<file path="config.mk">
export PLATFORM = sky130hd
export DESIGN_NAME = chain_write_frame_decoder
export DESIGN_NICKNAME = d
export VERILOG_FILES = /design/src/rtl/chain_frame_pkg.sv /design/src/rtl/resp_size_if.sv /design/src/rtl/chain_write_frame_decoder.sv /design/src/rtl/resp_sizer.sv
export VERILOG_INCLUDE_DIRS = /design/src /design/src/rtl
export SDC_FILE = /design/constraint.sdc
export NUM_CORES = 1
export LEC_CHECK = 0
export BUFFER_PORTS_ARGS = -buffer_cell sky130_fd_sc_hd__buf_4
export CAP_MARGIN = 25
export CORE_UTILIZATION = 64
export CTS_CLUSTER_SIZE = 40
export DETAILED_ROUTE_END_ITERATION = 8
export PLACE_DENSITY = 0.87
export SLEW_MARGIN = 5
export SYNTH_ARGS = -nofsm -noshare
export SYNTH_HDL_FRONTEND = slang
export SYNTH_SLANG_ARGS = --single-unit
</file>
<file path="constraint.sdc">
create_clock -name mclk_i -period 5.3 [get_ports mclk_i]
set_clock_uncertainty 0.1 [all_clocks]
set_input_delay 0 -clock mclk_i [delete_from_list [all_inputs] [get_ports mclk_i]]
set_output_delay 0 -clock mclk_i [all_outputs]
set_load 0.03 [all_outputs]
</file>
<file path="src/rtl/chain_frame_defines.svh">
`ifndef CHAIN_FRAME_DEFINES_SVH
`define CHAIN_FRAME_DEFINES_SVH

// Frame-initialization byte layout
`define INIT_KIND_BIT 7
`define INIT_REQ_HI 6
`define INIT_REQ_LO 4
`define INIT_AW_BIT 3
`define INIT_SIZE_HI 2
`define INIT_SIZE_LO 0

// Request kinds with the frame-kind bit set
`define REQ_GROUP_NORESP 3'h3
`define REQ_BCAST_RESP 3'h6
`define REQ_BCAST_NORESP 3'h7

// Register addresses and scratch byte reset value
`define ACTION_TRIGGER_ADDR 16'h0002
`define SCRATCH_BYTE_ADDR 16'h00C8
`define SCRATCH_BYTE_RST 8'h00

// One-byte response request: count-1 on top, highest responder below
`define RESP1_LEN_HI 7
`define RESP1_LEN_LO 5
`define RESP_HIGH_HI 4
`define RESP_HIGH_LO 0

// Frame tail and payload buffer
`define CRC_BYTES 2'h2
`define PAY_DEPTH 7

// Bytes per selected channel in a command-triggered response
`define BYTES_PER_CHAN 1

`endif

</file>
<file path="src/rtl/chain_frame_pkg.sv">
package chain_frame_pkg;
  `include "chain_frame_defines.svh"

  typedef enum logic [2:0] {
    ST_IDLE,
    ST_SKIP,
    ST_GROUP,
    ST_ADDR_HI,
    ST_ADDR_LO,
    ST_DATA,
    ST_CRC,
    ST_EXEC
  } dec_state_e;

  typedef logic [`PAY_DEPTH-1:0][7:0] payload_t;

  typedef struct packed {
    dec_state_e st;
    logic [7:0] init;
    logic grp_hit;
    logic [15:0] addr;
    logic [2:0] cnt;
    logic [1:0] crc_n;
    payload_t pay;
    logic [2:0] idx;
    logic wr;
    logic [15:0] wr_addr;
    logic [7:0] wr_data;
    logic cmd_stb;
    logic [7:0] cmd_val;
    logic [7:0] scratch;
    logic resp_req;
    logic [6:0] resp_len;
    logic [4:0] resp_high;
    logic resp_first;
  } dec_state_s;
endpackage

</file>
<file path="src/rtl/resp_size_if.sv">
`timescale 1ns/1ps
interface resp_size_if;
  logic [31:0] chan_sel;
  logic [6:0] len_m1;
  logic any_sel;
  modport sizer(input chan_sel, output len_m1, output any_sel);
  modport user(output chan_sel, input len_m1, input any_sel);
endinterface // resp_size_if

</file>
<file path="src/rtl/chain_write_frame_decoder.sv">
`timescale 1ns/1ps
`include "chain_frame_defines.svh"
// Behaviour
// - Frame kind 1, request 011 is group write without response; never respond.
// - Group write stores payload into addressed register when group identifier matches.
// - Address-width bit 0 means one 8-bit register address byte.
// - Init byte: bit7 frame kind, 6-4 request, 3 width, 2-0 payload count.
// - Frame kind 1 with request 110 is broadcast write with response.
// - Broadcast with response reads payload differently when targeting the action trigger.
// - Action-trigger broadcast response length comes from own channel-select contents.
// - Broadcast frames have no group byte; address follows init byte directly.
// - Two-byte request: highest responder address, then response count minus one.
// - One-byte request: top three bits count minus one, low five highest address.
// - Device at highest-responder address transmits its response first.
// - Frame kind 1, request 111 is broadcast write without response; never respond.
// - Broadcast write without response is executed by every device on the chain.
// - Frame kind bit cleared marks a response frame; not decoded as command.
// - Responses go in descending address order, each a complete frame.
// - Response payload length runs from one to 128 bytes.
// - Wide addressing adds a most significant address byte before the low byte.
module chain_write_frame_decoder
  import chain_frame_pkg::*;
(
  input wire logic mclk_i,
  input wire logic rstn_i,
  input wire logic rx_valid_i,
  input wire logic rx_sof_i,
  input wire logic [7:0] rx_byte_i,
  input wire logic frame_end_i,
  input wire logic crc_ok_i,
  input wire logic [4:0] dev_addr_i,
  input wire logic [7:0] group_id_i,
  input wire logic [31:0] chan_sel_i,
  output logic reg_wr_o,
  output logic [15:0] reg_addr_o,
  output logic [7:0] reg_data_o,
  output logic trig_stb_o,
  output logic [7:0] trig_val_o,
  output logic [7:0] scratch_byte_o,
  output logic resp_req_o,
  output logic [6:0] resp_len_o,
  output logic [4:0] resp_high_o,
  output logic resp_first_o
);
  dec_state_s q, d;

  resp_size_if size_if ();

  resp_sizer u_sizer (
    .sz(size_if.sizer)
  );

  assign size_if.chan_sel = chan_sel_i;

  logic [2:0] rx_kind;
  logic [2:0] req_kind;
  logic [2:0] pay_size;
  logic wide_addr;
  logic tail_ok;
  logic [15:0] issue_addr;
  logic [7:0] issue_data;

  assign rx_kind = rx_byte_i[`INIT_REQ_HI:`INIT_REQ_LO];
  assign req_kind = q.init[`INIT_REQ_HI:`INIT_REQ_LO];
  assign pay_size = q.init[`INIT_SIZE_HI:`INIT_SIZE_LO];
  assign wide_addr = q.init[`INIT_AW_BIT];
  assign tail_ok = frame_end_i && crc_ok_i && (q.crc_n == `CRC_BYTES);
  assign issue_addr = q.addr + {13'h0, q.idx};
  assign issue_data = q.pay[q.idx];

  always_comb begin
    logic [4:0] high;
    logic [6:0] len;
    high = 5'h00;
    len = 7'h00;
    d = q;
    d.wr = 1'b0;
    d.cmd_stb = 1'b0;
    d.resp_req = 1'b0;
    if (rx_valid_i && rx_sof_i) begin
      // A new frame start always wins, so a truncated frame never executes
      d.init = rx_byte_i;
      d.cnt = 3'h0;
      d.crc_n = 2'h0;
      d.idx = 3'h0;
      d.grp_hit = 1'b0;
      d.addr = 16'h0000;
      if (!rx_byte_i[`INIT_KIND_BIT]) begin
        d.st = ST_SKIP;
      end else if (rx_kind == `REQ_GROUP_NORESP) begin
        d.st = ST_GROUP;
      end else if (rx_kind == `REQ_BCAST_RESP || rx_kind == `REQ_BCAST_NORESP) begin
        d.st = rx_byte_i[`INIT_AW_BIT] ? ST_ADDR_HI : ST_ADDR_LO;
      end else begin
        d.st = ST_SKIP;
      end
    end else begin
      case (q.st)
        ST_GROUP: begin
          if (rx_valid_i) begin
            d.grp_hit = (rx_byte_i == group_id_i);
            d.st = wide_addr ? ST_ADDR_HI : ST_ADDR_LO;
          end
        end
        ST_ADDR_HI: begin
          if (rx_valid_i) begin
            d.addr[15:8] = rx_byte_i;
            d.st = ST_ADDR_LO;
          end
        end
        ST_ADDR_LO: begin
          if (rx_valid_i) begin
            d.addr[7:0] = rx_byte_i;
            d.st = (pay_size == 3'h0) ? ST_CRC : ST_DATA;
          end
        end
        ST_DATA: begin
          if (rx_valid_i) begin
            d.pay[q.cnt] = rx_byte_i;
            d.cnt = q.cnt + 3'h1;
            if (q.cnt + 3'h1 == pay_size) begin
              d.st = ST_CRC;
            end
          end
        end
        ST_CRC: begin
          if (rx_valid_i && q.crc_n != `CRC_BYTES) begin
            d.crc_n = q.crc_n + 2'h1;
          end
          if (frame_end_i) begin
            d.st = ST_IDLE;
            if (tail_ok) begin
              if (req_kind == `REQ_GROUP_NORESP) begin
                if (q.grp_hit && pay_size != 3'h0) begin
                  d.st = ST_EXEC;
                end
              end else if (req_kind == `REQ_BCAST_NORESP) begin
                if (pay_size != 3'h0) begin
                  d.st = ST_EXEC;
                end
              end else begin
                if (q.addr == `ACTION_TRIGGER_ADDR) begin
                  // Trigger byte first, optional highest responder next
                  high = (pay_size >= 3'h2) ? q.pay[1][`RESP_HIGH_HI:`RESP_HIGH_LO] : dev_addr_i;
                  len = size_if.len_m1;
                  if (pay_size != 3'h0) begin
                    d.wr = 1'b1;
                    d.wr_addr = q.addr;
                    d.wr_data = q.pay[0];
                    d.cmd_stb = 1'b1;
                    d.cmd_val = q.pay[0];
                  end
                end else if (pay_size == 3'h1) begin
                  high = q.pay[0][`RESP_HIGH_HI:`RESP_HIGH_LO];
                  len = {4'h0, q.pay[0][`RESP1_LEN_HI:`RESP1_LEN_LO]};
                end else begin
                  high = q.pay[0][`RESP_HIGH_HI:`RESP_HIGH_LO];
                  len = q.pay[1][6:0];
                end
                d.resp_high = high;
                d.resp_len = len;
                // Only devices at or below the highest address answer
                d.resp_req = (dev_addr_i <= high);
                d.resp_first = (dev_addr_i == high);
              end
            end
          end
        end
        ST_EXEC: begin
          // Multi-byte payloads land at consecutive addresses, one per cycle
          d.wr = 1'b1;
          d.wr_addr = issue_addr;
          d.wr_data = issue_data;
          if (issue_addr == `SCRATCH_BYTE_ADDR) begin
            d.scratch = issue_data;
          end
          if (issue_addr == `ACTION_TRIGGER_ADDR) begin
            d.cmd_stb = 1'b1;
            d.cmd_val = issue_data;
          end
          d.idx = q.idx + 3'h1;
          if (q.idx + 3'h1 == pay_size) begin
            d.st = ST_IDLE;
          end
        end
        default: begin
          if (frame_end_i) begin
            d.st = ST_IDLE;
          end
        end
      endcase
    end
  end

  always_ff @(posedge mclk_i or negedge rstn_i) begin
    if (!rstn_i) begin
      q <= '0;
      q.st <= ST_IDLE;
      q.scratch <= `SCRATCH_BYTE_RST;
    end else begin
      q <= d;
    end
  end

  assign reg_wr_o = q.wr;
  assign reg_addr_o = q.wr_addr;
  assign reg_data_o = q.wr_data;
  assign trig_stb_o = q.cmd_stb;
  assign trig_val_o = q.cmd_val;
  assign scratch_byte_o = q.scratch;
  assign resp_req_o = q.resp_req;
  assign resp_len_o = q.resp_len;
  assign resp_high_o = q.resp_high;
  assign resp_first_o = q.resp_first;
endmodule // chain_write_frame_decoder

</file>
<file path="src/rtl/resp_sizer.sv">
`timescale 1ns/1ps
`include "chain_frame_defines.svh"
module resp_sizer
  import chain_frame_pkg::*;
(
  resp_size_if.sizer sz
);
  // Running count of selected channels, one adder per bit
  logic [5:0] acc [0:32];

  assign acc[0] = 6'h00;

  genvar gi;
  generate
    for (gi = 0; gi < 32; gi++) begin : g_count
      assign acc[gi+1] = acc[gi] + {5'h00, sz.chan_sel[gi]};
    end
  endgenerate

  logic [7:0] bytes;

  // At most 32 channels of 1 byte keeps the length well under 128
  assign bytes = {2'h0, acc[32]} * 8'(`BYTES_PER_CHAN);
  assign sz.any_sel = (acc[32] != 6'h00);
  assign sz.len_m1 = sz.any_sel ? 7'(bytes - 8'h01) : 7'h00;
endmodule // resp_sizer
</file>
# ---- Word-level counts from Yosys, hierarchy flattened
# Index checks and enable logic that the tools add are counted.
dict set report word_totals {
  ff_bits 147
  in_bits 59
}
dict set report classes {
  addsub 36
  order_cmp 5
  eq_ne 35
  mux 65
  bitwise 3
  n_reduce_logical 31
}
# op count
set op_table {}
lappend op_table {{$mux 34} 6}
lappend op_table {{$add 6x1->6} 30}
lappend op_table {{$mux 14} 5}
lappend op_table {{$mux 3} 23}
lappend op_table {{$pmux 34 s2} 1}
lappend op_table {{$bwmux 56} 1}
lappend op_table {{$mux 56} 1}
lappend op_table {{$mux 8} 7}
lappend op_table {{$mux 5} 8}
lappend op_table {{$eq 16x2->1 const B} 2}
lappend op_table {{$bmux 8 s3} 1}
lappend op_table {{$demux 8 s3} 1}
lappend op_table {{$mux 22} 1}
lappend op_table {{$eq 3x3->1 const B} 7}
lappend op_table {{$mux 7} 3}
lappend op_table {{$ne 3x3->1 const B} 7}
lappend op_table {{$pmux 3 s6} 1}
lappend op_table {{$reduce_bool 2->1} 9}
lappend op_table {{$add 16x3->16} 1}
lappend op_table {{$eq 16x8->1 const B} 1}
lappend op_table {{$ne 2x2->1 const B} 8}
lappend op_table {{$reduce_and 8->1} 2}
lappend op_table {{$eq 3x2->1 const B} 4}
lappend op_table {{$reduce_and 2->1} 5}
lappend op_table {{other kinds (26)} 40}

# ---- Logic depth before layout (Yosys ltp)
# Gate-level depths: netlist of the first run.
dict set report logic_depth {
  word_depth 40
  ltp_mapped 20
  ltp_nobuf 20
}

# ---- Hierarchy
# Synthesis of the first run repeated with hierarchy kept, for this count alone.
dict set report unflattened {
  hier_cells 949
  area_unflattened_um2 9178.8
}
# mod n_inst cells_each area_per_inst_um2 seq_area_each_um2
set by_module_without_submodules {}
lappend by_module_without_submodules {chain_write_frame_decoder 1 841 8186.6 3678.5}
lappend by_module_without_submodules {resp_sizer 1 108 992.2 0.0}

# ---- Worst setup path after synthesis of the first run
# Ideal clock, no wire load.
dict set report synth_path {
  path_kind {input port to flip-flop}
  start {in chan_sel_i[19]}
  end {reg q (netlist bit resp_len_o[4])}
  arrival_time_ps 4755
  path_slack_ps 358
  stages 19
  path_cell_list {fa_1 -> inv_1 -> fa_1 -> inv_1 -> fa_1 -> inv_1 -> fa_1 -> fa_1 -> fa_1 -> fa_1 -> inv_1 -> fa_1 -> inv_1 -> ha_1 -> nand2_1 -> nor3_1 -> xnor2_1 -> o21a_1 -> o211ai_1}
}
dict set report synth_between {
  elab_chain_cells 16
  word_cells_on_any_way 17
  classes_between {add/sub: 14; mux: 2; reduce/logical: 1}
}
# element line_no
set synth_rtl {}
lappend synth_rtl {{from (decl)} chain_write_frame_decoder.sv:33} ;# input wire logic [31:0] chan_sel_i,
lappend synth_rtl {{$add 6x1->6 * (13 in series)} resp_sizer.sv:16} ;# assign acc[gi+1] = acc[gi] + {5'h00, sz.chan_sel[gi]};
lappend synth_rtl {{$sub 6x1->7 or $reduce_bool 6->1 (tied branches)} {resp_sizer.sv:25, resp_sizer.sv:24}}
lappend synth_rtl {{$mux 7 *} resp_sizer.sv:25} ;# assign sz.len_m1 = sz.any_sel ? 7'(bytes - 8'h01) : 7'h00;
lappend synth_rtl {{$mux 7 *} chain_write_frame_decoder.sv:142} ;# if (q.addr == `ACTION_TRIGGER_ADDR) begin
lappend synth_rtl {{to (decl)} chain_write_frame_decoder.sv:45} ;# dec_state_s q, d;
# Every way passes the cells marked *; elsewhere a longest branch is shown, timed or not.
# A chain may end at the register's enable or synchronous reset.

# ---- Final worst setup path of the first run
# Same ends and word-level chain as after synthesis.

==> metrics.md, run 1 <==
| Metric | Value |
|---|---|
| Global route overflow | `0` |
| Post-synth EDFFs | `0` |
| Final instance area | `~0.011 mm²` |
| Skew-Pair Late Insertion Delay | `roughly 430 ps` |
| Vias in the first global route | `approximately 7,400` |
| Power density over cell area | `roughly 490 mW/mm²` |
| Critical Path Source | `chan_sel_i[19]` |
| CTS buffer count | `17` |
| Via count | `7,290` |
| Fmax | `0.200 GHz` |
| Crit-path max FO | `3` |
| Antenna Nets Post-Route | `0` |
| WL final | `22,300 µm` |
| Clock sinks | `147` |
| DR iter-0 viols | `630` |
| IO Count | `115` |
| Synth top cells by count | `dfrtp_1 (147), nand2_1 (112), inv_1 (71), mux2_2 (61), buf_4 (53)` |
| PortBufs | `~110` |
| DIE AREA | `0.0150 mm²` |
| Clock Path Buffers | `2` |
| Chip Width | `122 µm` |
| Hold Path Origin | `group_id_i[1]` |
| Global-route wire length before repair | `36,700 µm` |
| Ys async rst share | `100%` |
| Starting density of the core | `approximately 66%` |
| Hold Worst Slack | `around 2.7 ps` |
| Most frequent cell after synthesis | `dfrtp_1` |
| Crit end category | `flop` |
| Final nets | `about 1,100` |
| Minimum clock period | `between 4000 and 5000 ps` |
| CP max stage delay | `560 ps` |
| Syn nets | `between 1,000 and 1,500` |
| Avg Cell Area, Syn | `9.81 µm²` |
| Routed len/inst | `about 19 µm` |
| Final Cycle Share | `~94%` |
| Slew headroom | `37.4%` |
| Cell mode on critical path | `fa_1` |
| DP Area | `0.00980 mm²` |
| Syn Std Cell Area | `0.00927 mm²` |
| Synthesis-stage register bit count | `147` |
| RSZ-0062 raised after global routing | `false` |
| Core ar. | `~0.014 mm²` |
| Synth Instances | `944` |
| Remaining DRCs | `0` |
| WP data arrival | `between 5000 and 6000 ps` |
| Top-area cell type share of the netlist area | `a little under 40%` |
| Seq/Total Area, Yosys | `39.7%` |
| Critical path cell sequence | `buf_4 > fa_1 > inv_1 > fa_1 > inv_1 > fa_1 > inv_1 > fa_1 > fa_1 > fa_1 > fa_1 > inv_1 > fa_1 > inv_1 > ha_1 > nand2_1 > nor3_1 > xnor2_1 > o211ai_1 > o211ai_1` |
| Predominant post-synthesis flop cell | `dfrtp_1` |
| Worst R2R Start | `q[129]` |
| Yosys warns | `0` |
| Final Max Tran Viols | `0` |
| Root Driver | `clkbuf_16` |
| H-Tree Depth | `4` |
| Avg Vias per Cell | `~6.1` |
| Layout area overhead | `13.6%` |
| Synth cell types | `67` |
| Maximum VDD drop | `approximately 0.57 mV` |
| Post-cts sizing count | `0` |
| Die Y | `approximately 120 µm` |
| Power Total | `approximately 5.2 mW` |
| Hpwl dp | `~15,000 µm` |
| Initial antenna violation count | `1` |
| Hold crit path type | `input port to flop` |
| Reg clk slew, reported paths | `about 60 ps` |
| Routability cong. | `between 0.8 and 0.9` |
| Critical path startpoint category | `input port` |
| Worst Tran Pin Value | `just over 900 ps` |
| P_leak | `5.09 nW` |
| Share of post-route cells with drive strength above 1 | `between 20% and 30%` |
| Final Hold Vio Count | `0` |
| Status | `complete, no violations` |
| CTS tree | `yes` |
| # rows | `43` |
| Router iterations before antenna repair | `5` |
| Largest net degree at the start of global routing | `84` |
| Critical Path RT | `5490 ps` |
| Setup TNS | `0 ps` |
| Cell taking the most area after synthesis | `dfrtp_1` |
| Critical path class | `input port to flop` |
| Slowest CP cell | `fa_1` |
| Largest cells by area after synthesis | `dfrtp_1 (40%), mux2_2 (7.4%), fa_1 (5.4%)` |
| CTS hold repair buffers | `17` |
| Final setup vio count | `0` |
| Postcts setup bufs | `0` |
| Max Cap Viol | `0` |
| Global-route usage over all layers | `between 30% and 40%` |
## cells in the final DEF, fill, tap and decap left out, drive strengths merged, types with 14 or more instances in the layout
master,instances
xor2,14
xnor2,18
inv,76
nand2,112
mux2,61
ha,20
o21ai,38
nor2,36
nand4,19
fa,25
nand3,28
dlygate4sd3,17
dfrtp,147
nor3,16
clkbuf,17
buf,124
mux2i,37
a21oi,18
a22oi,16
## layout make-up
class | instances | area [µm²]
Inverter | 72 | 270
Timing Repair Buffer | 141 | 1100
Clock inverter | 15 | 125
Clock buffer | 17 | 425
Tap cell | 180 | 225
Antenna cell | 1 | 2.50
Multi-Input combinational cell | 615 | 4690
Sequential cell | 147 | 3680
Fill cell | 905 | 3460
## power breakdown
| group | internal (mW) | leakage (nW) | total (mW) | switching, mW |
|---|---|---|---|---|
| Combinational | 1.13 | 2.92 | 2.49 | 1.36 |
| Sequential | 1.33 | 1.91 | 1.57 | 0.245 |
| Clock | 0.609 | 0.259 | 1.12 | 0.510 |
| Total | 3.07 | 5.09 | 5.18 | 2.11 |
## state kept, by name, summed over array words and instances, names as in the netlist, 3 cells and up
register,flops
q,88
reg_addr_o,16
reg_data_o,8
scratch_byte_o,8
trig_val_o,8
resp_len_o,7
resp_high_o,5
pay_size,3
## routing by layer
metal	GRT usage [%]	part of all wire [%]	vias up
met5	0	0	-
met3	6.83	6.5	64
met1	40.9	41	3567
met2	53.0	50	346
met4	13.0	2.7	0
li1	-	-	3313
## path summary, 6_finish.rpt
path / to / slack [ps] / depth (start not counted)
setup / recovery: resp_len_o[4] / 300 / 20
hold / removal: q[136] / 3 / 6
setup reg to reg: resp_req_o / 1180 / 11
hold reg to reg: q[141] / 370 / 2
max in group asynchronous: q[81] / 3750 / 3
min in group asynchronous: q[147] / 70 / 2
## worst max-delay path: cells and delay by family
kind,cells,cell delay [ps]
buffers and inverters,6,430
xor gates and xnor gates,1,140
AOI/OAI and AO/OA,2,360
adders and majority gates,9,3950
and+or+nand+nor,2,330
## logic make-up (layout without fill, tap and decap cells)
logic type	Yosys count	after routing	synth area share, %
AO/OA/AOI/OAI	157	157	12.0
XOR/XNOR	34	34	3.54
adder cells (fa/ha/maj)	45	45	8.10
buffers and inverters	182	245	9.70
flip-flops	147	147	39.7
multiplexers	98	98	11.4
other	0	1	0
AND/OR/NAND/NOR	281	281	15.5
## through the flow
step                instances  utilization (%)  worst slack, ps
global placement         1138             70.1              169
floorplan                 944                -              358
finish                   1188             75.3              303
global route             1188             75.3             91.4
detailed placement       1138             70.1             16.7
CTS                      1187             75.2              324
(Power assumes the default switching activity.)
==> inputs of run 2 (changes only) <==
--- a/config.mk
+++ b/config.mk
@@ -12,6 +12,7 @@
 export CTS_CLUSTER_SIZE = 40
 export DETAILED_ROUTE_END_ITERATION = 8
 export PLACE_DENSITY = 0.87
+export RECOVER_POWER = 50
 export SLEW_MARGIN = 5
 export SYNTH_ARGS = -nofsm -noshare
 export SYNTH_HDL_FRONTEND = slang
==> run 2 against run 1 <==
Against the previous run: the run now ends with max-capacitance violations, max-slew violations left; fmax up 0.14%; via count about the same; worst setup slack better by 6.8 ps; core utilization down 1.6 points; worst hold slack worse by 0.94 ps; critical path depth unchanged; sequential power about the same; critical endpoint unchanged; largest cell class unchanged; largest power group unchanged.
==> metrics.md, run 2 (synthesized netlist as in run 1, its figures left out) <==
| Metric | Value |
|---|---|
| Antenna Nets Post-Route | `0 (unchanged)` |
| Critical path class | `input port to flop (unchanged)` |
| Core ar. | `0.0140 mm² (unchanged)` |
| Starting density of the core | `66.2% (unchanged)` |
| CTS hold repair buffers | `17 (unchanged)` |
| DP Area | `0.00980 mm² (unchanged)` |
| CTS tree | `yes (unchanged)` |
| Min setup slack post-route | `309 ps (was 303 ps)` |
| H-Tree Depth | `4 (unchanged)` |
| Remaining DRCs | `0 (unchanged)` |
| Max reg flops | `88 (unchanged)` |
| WL final | `22,400 µm (was 22,300 µm)` |
| Max Cap Viol | `1 (was 0)` |
| Crit-path max FO | `3 (unchanged)` |
| Skew-Pair Late Insertion Delay | `430 ps (about the same)` |
| Clock sinks | `147 (unchanged)` |
| Slew headroom | `-192% (was 37.4%)` |
| Fill cells | `962 (was 905)` |
| Final setup vio count | `0 (unchanged)` |
| Final Cycle Share | `94.2% (was 94.3%)` |
| Via count | `7,297 (was 7,290)` |
| P_leak | `4.86 nW (was 5.09 nW)` |
| Crit end category | `flop (unchanged)` |
| Critical path startpoint category | `input port (unchanged)` |
| DIE AREA | `0.0150 mm² (unchanged)` |
| Root Driver | `clkbuf_16 (unchanged)` |
| Router iterations before antenna repair | `5 (unchanged)` |
| Global-route wire length before repair | `36,700 µm (unchanged)` |
| Largest register by flop count | `q (unchanged)` |
| Routed len/inst | `18.9 µm (was 18.8 µm)` |
| Hold crit path type | `input port to flop (unchanged)` |
| Most common cell after layout, fill and taps aside | `dfrtp_1 (unchanged)` |
| WP data arrival | `5190 ps (about the same)` |
| Vias in the first global route | `7,363 (unchanged)` |
| Final core occ | `73.6% (was 75.3%)` |
| DR iter-0 viols | `666 (was 630)` |
| Fmax | `0.200 GHz (about the same)` |
| Power Total | `5.12 mW (was 5.18 mW)` |
| Most frequent cells in the layout | `dfrtp_1 (147), nand2_1 (112), inv_1 (71) (was dfrtp_1 (147), buf_4 (123), nand2_1 (112))` |
| RSZ-0062 raised after global routing | `false (unchanged)` |
| Maximum VDD drop | `0.576 mV (was 0.574 mV)` |
| Hpwl dp | `15,200 µm (unchanged)` |
| Global route overflow | `0 (unchanged)` |
| Initial antenna violation count | `1 (unchanged)` |
| Power density over cell area | `497 mW/mm² (was 492 mW/mm²)` |
| Avg Vias per Cell | `6.14 (about the same)` |
| Cell mode on critical path | `fa_1 (unchanged)` |
| CP max stage delay | `560 ps (about the same)` |
| Final Max Tran Viols | `84 (was 0)` |
| Post-place setup slack | `16.7 ps (unchanged)` |
| # rows | `43 (unchanged)` |
| Clock Path Buffers | `2 (unchanged)` |
| Routability cong. | `0.896 (unchanged)` |
| Setup TNS | `0 ps (unchanged)` |
| IO Count | `115 (unchanged)` |
| Chip Width | `122 µm (unchanged)` |
| Failing checks | `max-capacitance violations, max-slew violations` |
| Final nets | `1,098 (unchanged)` |
| Largest net degree at the start of global routing | `84 (unchanged)` |
| Global-route usage over all layers | `32.0% (unchanged)` |
| Die Y | `122 µm (unchanged)` |
| Critical Path RT | `5500 ps (was 5490 ps)` |
| Postcts setup bufs | `0 (unchanged)` |
| Worst Tran Pin Value | `4380 ps (was 932 ps)` |
| CTS buffer count | `17 (unchanged)` |
| Reg clk slew, reported paths | `60 ps (about the same)` |
| Post-cts sizing count | `0 (unchanged)` |
| Layout area overhead | `11.1% (was 13.6%)` |
| Slowest CP cell | `fa_1 (unchanged)` |
| Minimum clock period | `4990 ps (was 5000 ps)` |
| PortBufs | `114 (unchanged)` |
| Critical path cell sequence | `buf_4 > fa_1 > inv_1 > fa_1 > inv_1 > fa_1 > inv_1 > fa_1 > fa_1 > fa_1 > fa_1 > inv_1 > fa_1 > inv_1 > ha_1 > nand2_1 > nor3_1 > xnor2_1 > o211ai_1 > o211ai_1 (unchanged)` |
| Status | `finished, violations left (was complete, no violations)` |
| Final Hold Vio Count | `0 (unchanged)` |
| Share of post-route cells with drive strength above 1 | `17.3% (was 23.2%)` |
| Final instance area | `0.0103 mm² (was 0.0105 mm²)` |
[run 2: cell types whose count changed in the layout (fill, tap and decap cells not counted)]
cell	change
and2_0	+1
and2_1	-1
buf_4	-59
buf_6	-1
clkbuf_1	+60
[run 2: area by class of cell]
cell class                 instances  area [µm²]  share of cell area, %
antenna                            1        2.50                 0.0243
clock buffer                      17         425                   4.13
clock inverter                    15         125                   1.22
inverter                          72         270                   2.62
multi-input combinational        615        4690                   45.6
sequential                       147        3680                   35.7
tap                              180         225                   2.19
timing repair buffer             141         876                   8.51
[run 2: final timing paths]
kind	slack, ps	depth (start not counted)	start	endpoint
min in group asynchronous	1580	2	rstn_i	q[116]
worst min register to register	370	2	reg_addr_o[0]	reg_addr_o[0]
max in group asynchronous	1020	3	rstn_i	trig_val_o[0]
worst min-delay path	2	4	dev_addr_i[0]	resp_high_o[0]
worst max-delay path	310	20	chan_sel_i[19]	resp_len_o[4]
worst max register to register	1190	11	q[129]	resp_req_o
[run 2: power breakdown]
group | switching [mW] | leakage, nW | internal (mW) | total (mW)
sequential | 0.245 | 1.91 | 1.33 | 1.57
clock | 0.514 | 0.259 | 0.608 | 1.12
combinational | 1.36 | 2.69 | 1.06 | 2.42
total | 2.12 | 4.86 | 2.99 | 5.12
[run 2: critical path: cells and delay by family]
| kind | cells | cell delay [ps] |
|---|---|---|
| fa+ha+maj | 9 | 3950 |
| buf+inv | 6 | 430 |
| compound gates | 2 | 350 |
| simple gates | 2 | 330 |
| xor+xnor | 1 | 140 |
[run 2: layer usage]
metal | GRT usage (%) | up-vias | share of wire [%]
li1 | - | 3316 | -
met1 | 40.9 | 3577 | 40
met3 | 6.83 | 64 | 6.9
met4 | 13.0 | 0 | 2.6
met5 | 0 | - | 0
met2 | 53.0 | 340 | 50
[run 2: stage by stage]
stage / hold WS (ps) / instances
detailed placement: -6.78 / 1138
finish: 1.79 / 1188
CTS: 0.425 / 1187
floorplan: -396 / 944
global placement: -12.0 / 1138
global route: 43.7 / 1188
==> inputs of run 3 (changes only) <==
--- a/config.mk
+++ b/config.mk
@@ -8,10 +8,10 @@
 export LEC_CHECK = 0
 export BUFFER_PORTS_ARGS = -buffer_cell sky130_fd_sc_hd__buf_4
 export CAP_MARGIN = 25
-export CORE_UTILIZATION = 64
+export CORE_UTILIZATION = 50
 export CTS_CLUSTER_SIZE = 40
 export DETAILED_ROUTE_END_ITERATION = 8
-export PLACE_DENSITY = 0.87
+export PLACE_DENSITY = 0.7
 export RECOVER_POWER = 50
 export SLEW_MARGIN = 5
 export SYNTH_ARGS = -nofsm -noshare
==> run 3 against run 2 <==
Against the previous run: the run ends with design-rule violations, negative hold slack, max-capacitance violations, max-slew violations left; flip-flop and latch count stayed put; core utilization shrank 16 points; clock power rose by 4%; non-clock buffer count grew 1; first-iteration DRC count shrank 28%; register-to-register slack got worse by 570 ps; largest power group unchanged; highest routed layer unchanged.
==> metrics.md, run 3 (synthesized netlist as in run 1, its figures left out) <==
| Metric | Value |
|---|---|
| Final Max Tran Viols | `88 (was 84)` |
| WP depth | `20 (unchanged)` |
| RSZ-0062 raised after global routing | `false (unchanged)` |
| Slowest CP cell | `fa_1 (unchanged)` |
| Crit end category | `flop (unchanged)` |
| Comb power frac | `46.6% (was 47.3%)` |
| Most frequent cells in the layout | `dfrtp_1 (147), nand2_1 (112), inv_1 (71) (unchanged)` |
| # rows | `49 (was 43)` |
| Largest net degree at the start of global routing | `88 (was 84)` |
| Clock Path Buffers | `2 (unchanged)` |
| Fmax | `0.209 GHz (was 0.200 GHz)` |
| Global-route usage over all layers | `23.8% (was 32.0%)` |
| Worst Tran Pin Value | `3970 ps (was 4380 ps)` |
| Maximum VDD drop | `0.532 mV (was 0.576 mV)` |
| # diodes | `0 (was 1)` |
| Worst R2R Start | `q[129] (unchanged)` |
| CTS buffer count | `17 (unchanged)` |
| Clock sinks | `147 (unchanged)` |
| DP Area | `0.00986 mm² (was 0.00980 mm²)` |
| Max Cap Viol | `1 (unchanged)` |
| Starting density of the core | `51.2% (was 66.2%)` |
| Switching Share | `39.9% (was 41.5%)` |
| Root Driver | `clkbuf_16 (unchanged)` |
| DR iter-0 viols | `481 (was 666)` |
| Global route overflow | `0 (unchanged)` |
| Hold depth | `4 (unchanged)` |
| CP max stage delay | `530 ps (was 560 ps)` |
| Hold Worst Slack | `-0.842 ps (was 1.79 ps)` |
| Routed len/inst | `17.3 µm (was 18.9 µm)` |
| Remaining DRCs | `16 (was 0)` |
| WP data arrival | `5030 ps (was 5190 ps)` |
| Crit-path max FO | `3 (unchanged)` |
| Worst Reg2Reg Path Length in Cells | `12 (was 11)` |
| Status | `finished, violations left (unchanged)` |
| Routability cong. | `0.843 (was 0.896)` |
| Cell class contributing the biggest share of worst-path delay | `adder cells (unchanged)` |
| Reg clk slew, reported paths | `60 ps (about the same)` |
| DIE AREA | `0.0191 mm² (was 0.0150 mm²)` |
| Critical path cell sequence | `buf_4 > fa_1 > inv_1 > fa_1 > inv_1 > fa_1 > inv_1 > fa_1 > fa_1 > fa_1 > fa_1 > inv_1 > fa_1 > inv_1 > ha_1 > nand2_1 > nor3_1 > xnor2_1 > o21a_1 > o211ai_1 (was buf_4 > fa_1 > inv_1 > fa_1 > inv_1 > fa_1 > inv_1 > fa_1 > fa_1 > fa_1 > fa_1 > inv_1 > fa_1 > inv_1 > ha_1 > nand2_1 > nor3_1 > xnor2_1 > o211ai_1 > o211ai_1)` |
| Vias in the first global route | `6,897 (was 7,363)` |
| Cell mode on critical path | `fa_1 (unchanged)` |
| P_sw | `2.04 mW (was 2.12 mW)` |
| Buffers & Inverters on Critical Path | `6 (unchanged)` |
| Global-route wire length before repair | `35,900 µm (was 36,700 µm)` |
| Failing checks | `design-rule violations, negative hold slack, max-capacitance violations, max-slew violations (was max-capacitance violations, max-slew violations)` |
| Cell Int Power | `3.07 mW (was 2.99 mW)` |
| CTS tree | `yes (unchanged)` |
| IO Count | `115 (unchanged)` |
| Critical Path RT | `5550 ps (was 5500 ps)` |
| Final nets | `1,099 (was 1,098)` |
| H-Tree Depth | `4 (unchanged)` |
| Hold Path Origin | `dev_addr_i[0] (unchanged)` |
| Minimum clock period | `4780 ps (was 4990 ps)` |
| Die Y | `138 µm (was 122 µm)` |
| Core ar. | `0.0181 mm² (was 0.0140 mm²)` |
| Max reg flops | `88 (unchanged)` |
| Critical path startpoint category | `input port (unchanged)` |
| Power density over cell area | `492 mW/mm² (was 497 mW/mm²)` |
| Final instance area | `0.0104 mm² (was 0.0103 mm²)` |
| Postcts setup bufs | `0 (unchanged)` |
| WL final | `21,300 µm (was 22,400 µm)` |
| Setup TNS | `0 ps (unchanged)` |
| Critical path class | `input port to flop (unchanged)` |
| Share of post-route cells with drive strength above 1 | `17.2% (was 17.3%)` |
| Skew-Pair Late Insertion Delay | `430 ps (about the same)` |
| Hpwl dp | `15,100 µm (was 15,200 µm)` |
| Final Cycle Share | `90.2% (was 94.2%)` |
| Part of the power in registers | `30.7% (about the same)` |
| Critical Path Source | `chan_sel_i[19] (unchanged)` |
| Router iterations before antenna repair | `7 (was 5)` |
| Final setup vio count | `0 (unchanged)` |
| Avg Vias per Cell | `5.63 (was 6.14)` |
| Most common cell after layout, fill and taps aside | `dfrtp_1 (unchanged)` |
| Largest register by flop count | `q (unchanged)` |
| Clock power frac | `22.8% (was 21.9%)` |
| Antenna Nets Post-Route | `0 (unchanged)` |
| Chip Width | `138 µm (was 122 µm)` |
| Initial antenna violation count | `0 (was 1)` |
| Final Hold Vio Count | `1 (was 0)` |
| P_leak | `4.88 nW (was 4.86 nW)` |
| Slew headroom | `-165% (was -192%)` |
| Layout area overhead | `12.2% (was 11.1%)` |
| Via count | `6,959 (was 7,297)` |
| PortBufs | `114 (unchanged)` |
| Hold crit path type | `input port to flop (unchanged)` |
## run 3: metrics by stage
step	power, mW	setup WS [ps]	instances	util [%]
after global routing	5.49	304	1237	57.5
after detailed placement	4.00	62.1	1187	54.5
after CTS	5.20	510	1237	58.7
final	5.11	518	1237	57.5
after global placement	3.94	162	1187	54.5
after floorplan	3.45	358	944	-
## run 3: final timing paths
| kind | to | slack (ps) |
|---|---|---|
| hold / removal | resp_high_o[0] | -0.8 |
| hold reg to reg | reg_addr_o[0] | 360 |
| min in group asynchronous | q[115] | 1580 |
| max in group asynchronous | reg_addr_o[13] | 1200 |
| setup / recovery | resp_len_o[4] | 520 |
| setup reg to reg | resp_req_o | 620 |
## run 3: repair_timing
action / 4_1_cts / 5_1_grt
hold buffers: 18 / 0
gates resized for setup: 0 / 0
hold endpoints to repair: 179 / 0
## run 3: power by group through the flow
| stage | registers, mW | logic [mW] | clock network (mW) |
|---|---|---|---|
| after floorplan | 1.46 | 1.99 | 0 |
| after global placement | 1.58 | 2.37 | 0 |
| after detailed placement | 1.58 | 2.42 | 0 |
| after CTS | 1.56 | 2.46 | 1.18 |
| after global routing | 1.60 | 2.66 | 1.23 |
| final | 1.57 | 2.38 | 1.16 |
## run 3: worst min-delay path: cells and delay by family
kind	cells	cell delay (ps)
mux	2	230
compound gates	1	180
buf+inv	1	90
## run 3: area by class of cell
cell class                      count  area, µm²
Timing Repair Buffer              142        892
Multi-Input combinational cell    615       4690
Tap cell                          229        287
Sequential cell                   147       3680
Inverter                           72        270
Clock buffer                       21        470
Fill cell                        1673       7690
Clock inverter                     11        103
## run 3: layer usage
layer | vias to the layer above | GRT usage [%] | routed length [µm]
li1 | 3323 | - | -
met1 | 3432 | 32.2 | 9850
met2 | 181 | 38.1 | 10100
met3 | 23 | 4.88 | 1080
met4 | 0 | 8.22 | 308
met5 | - | 0 | 0
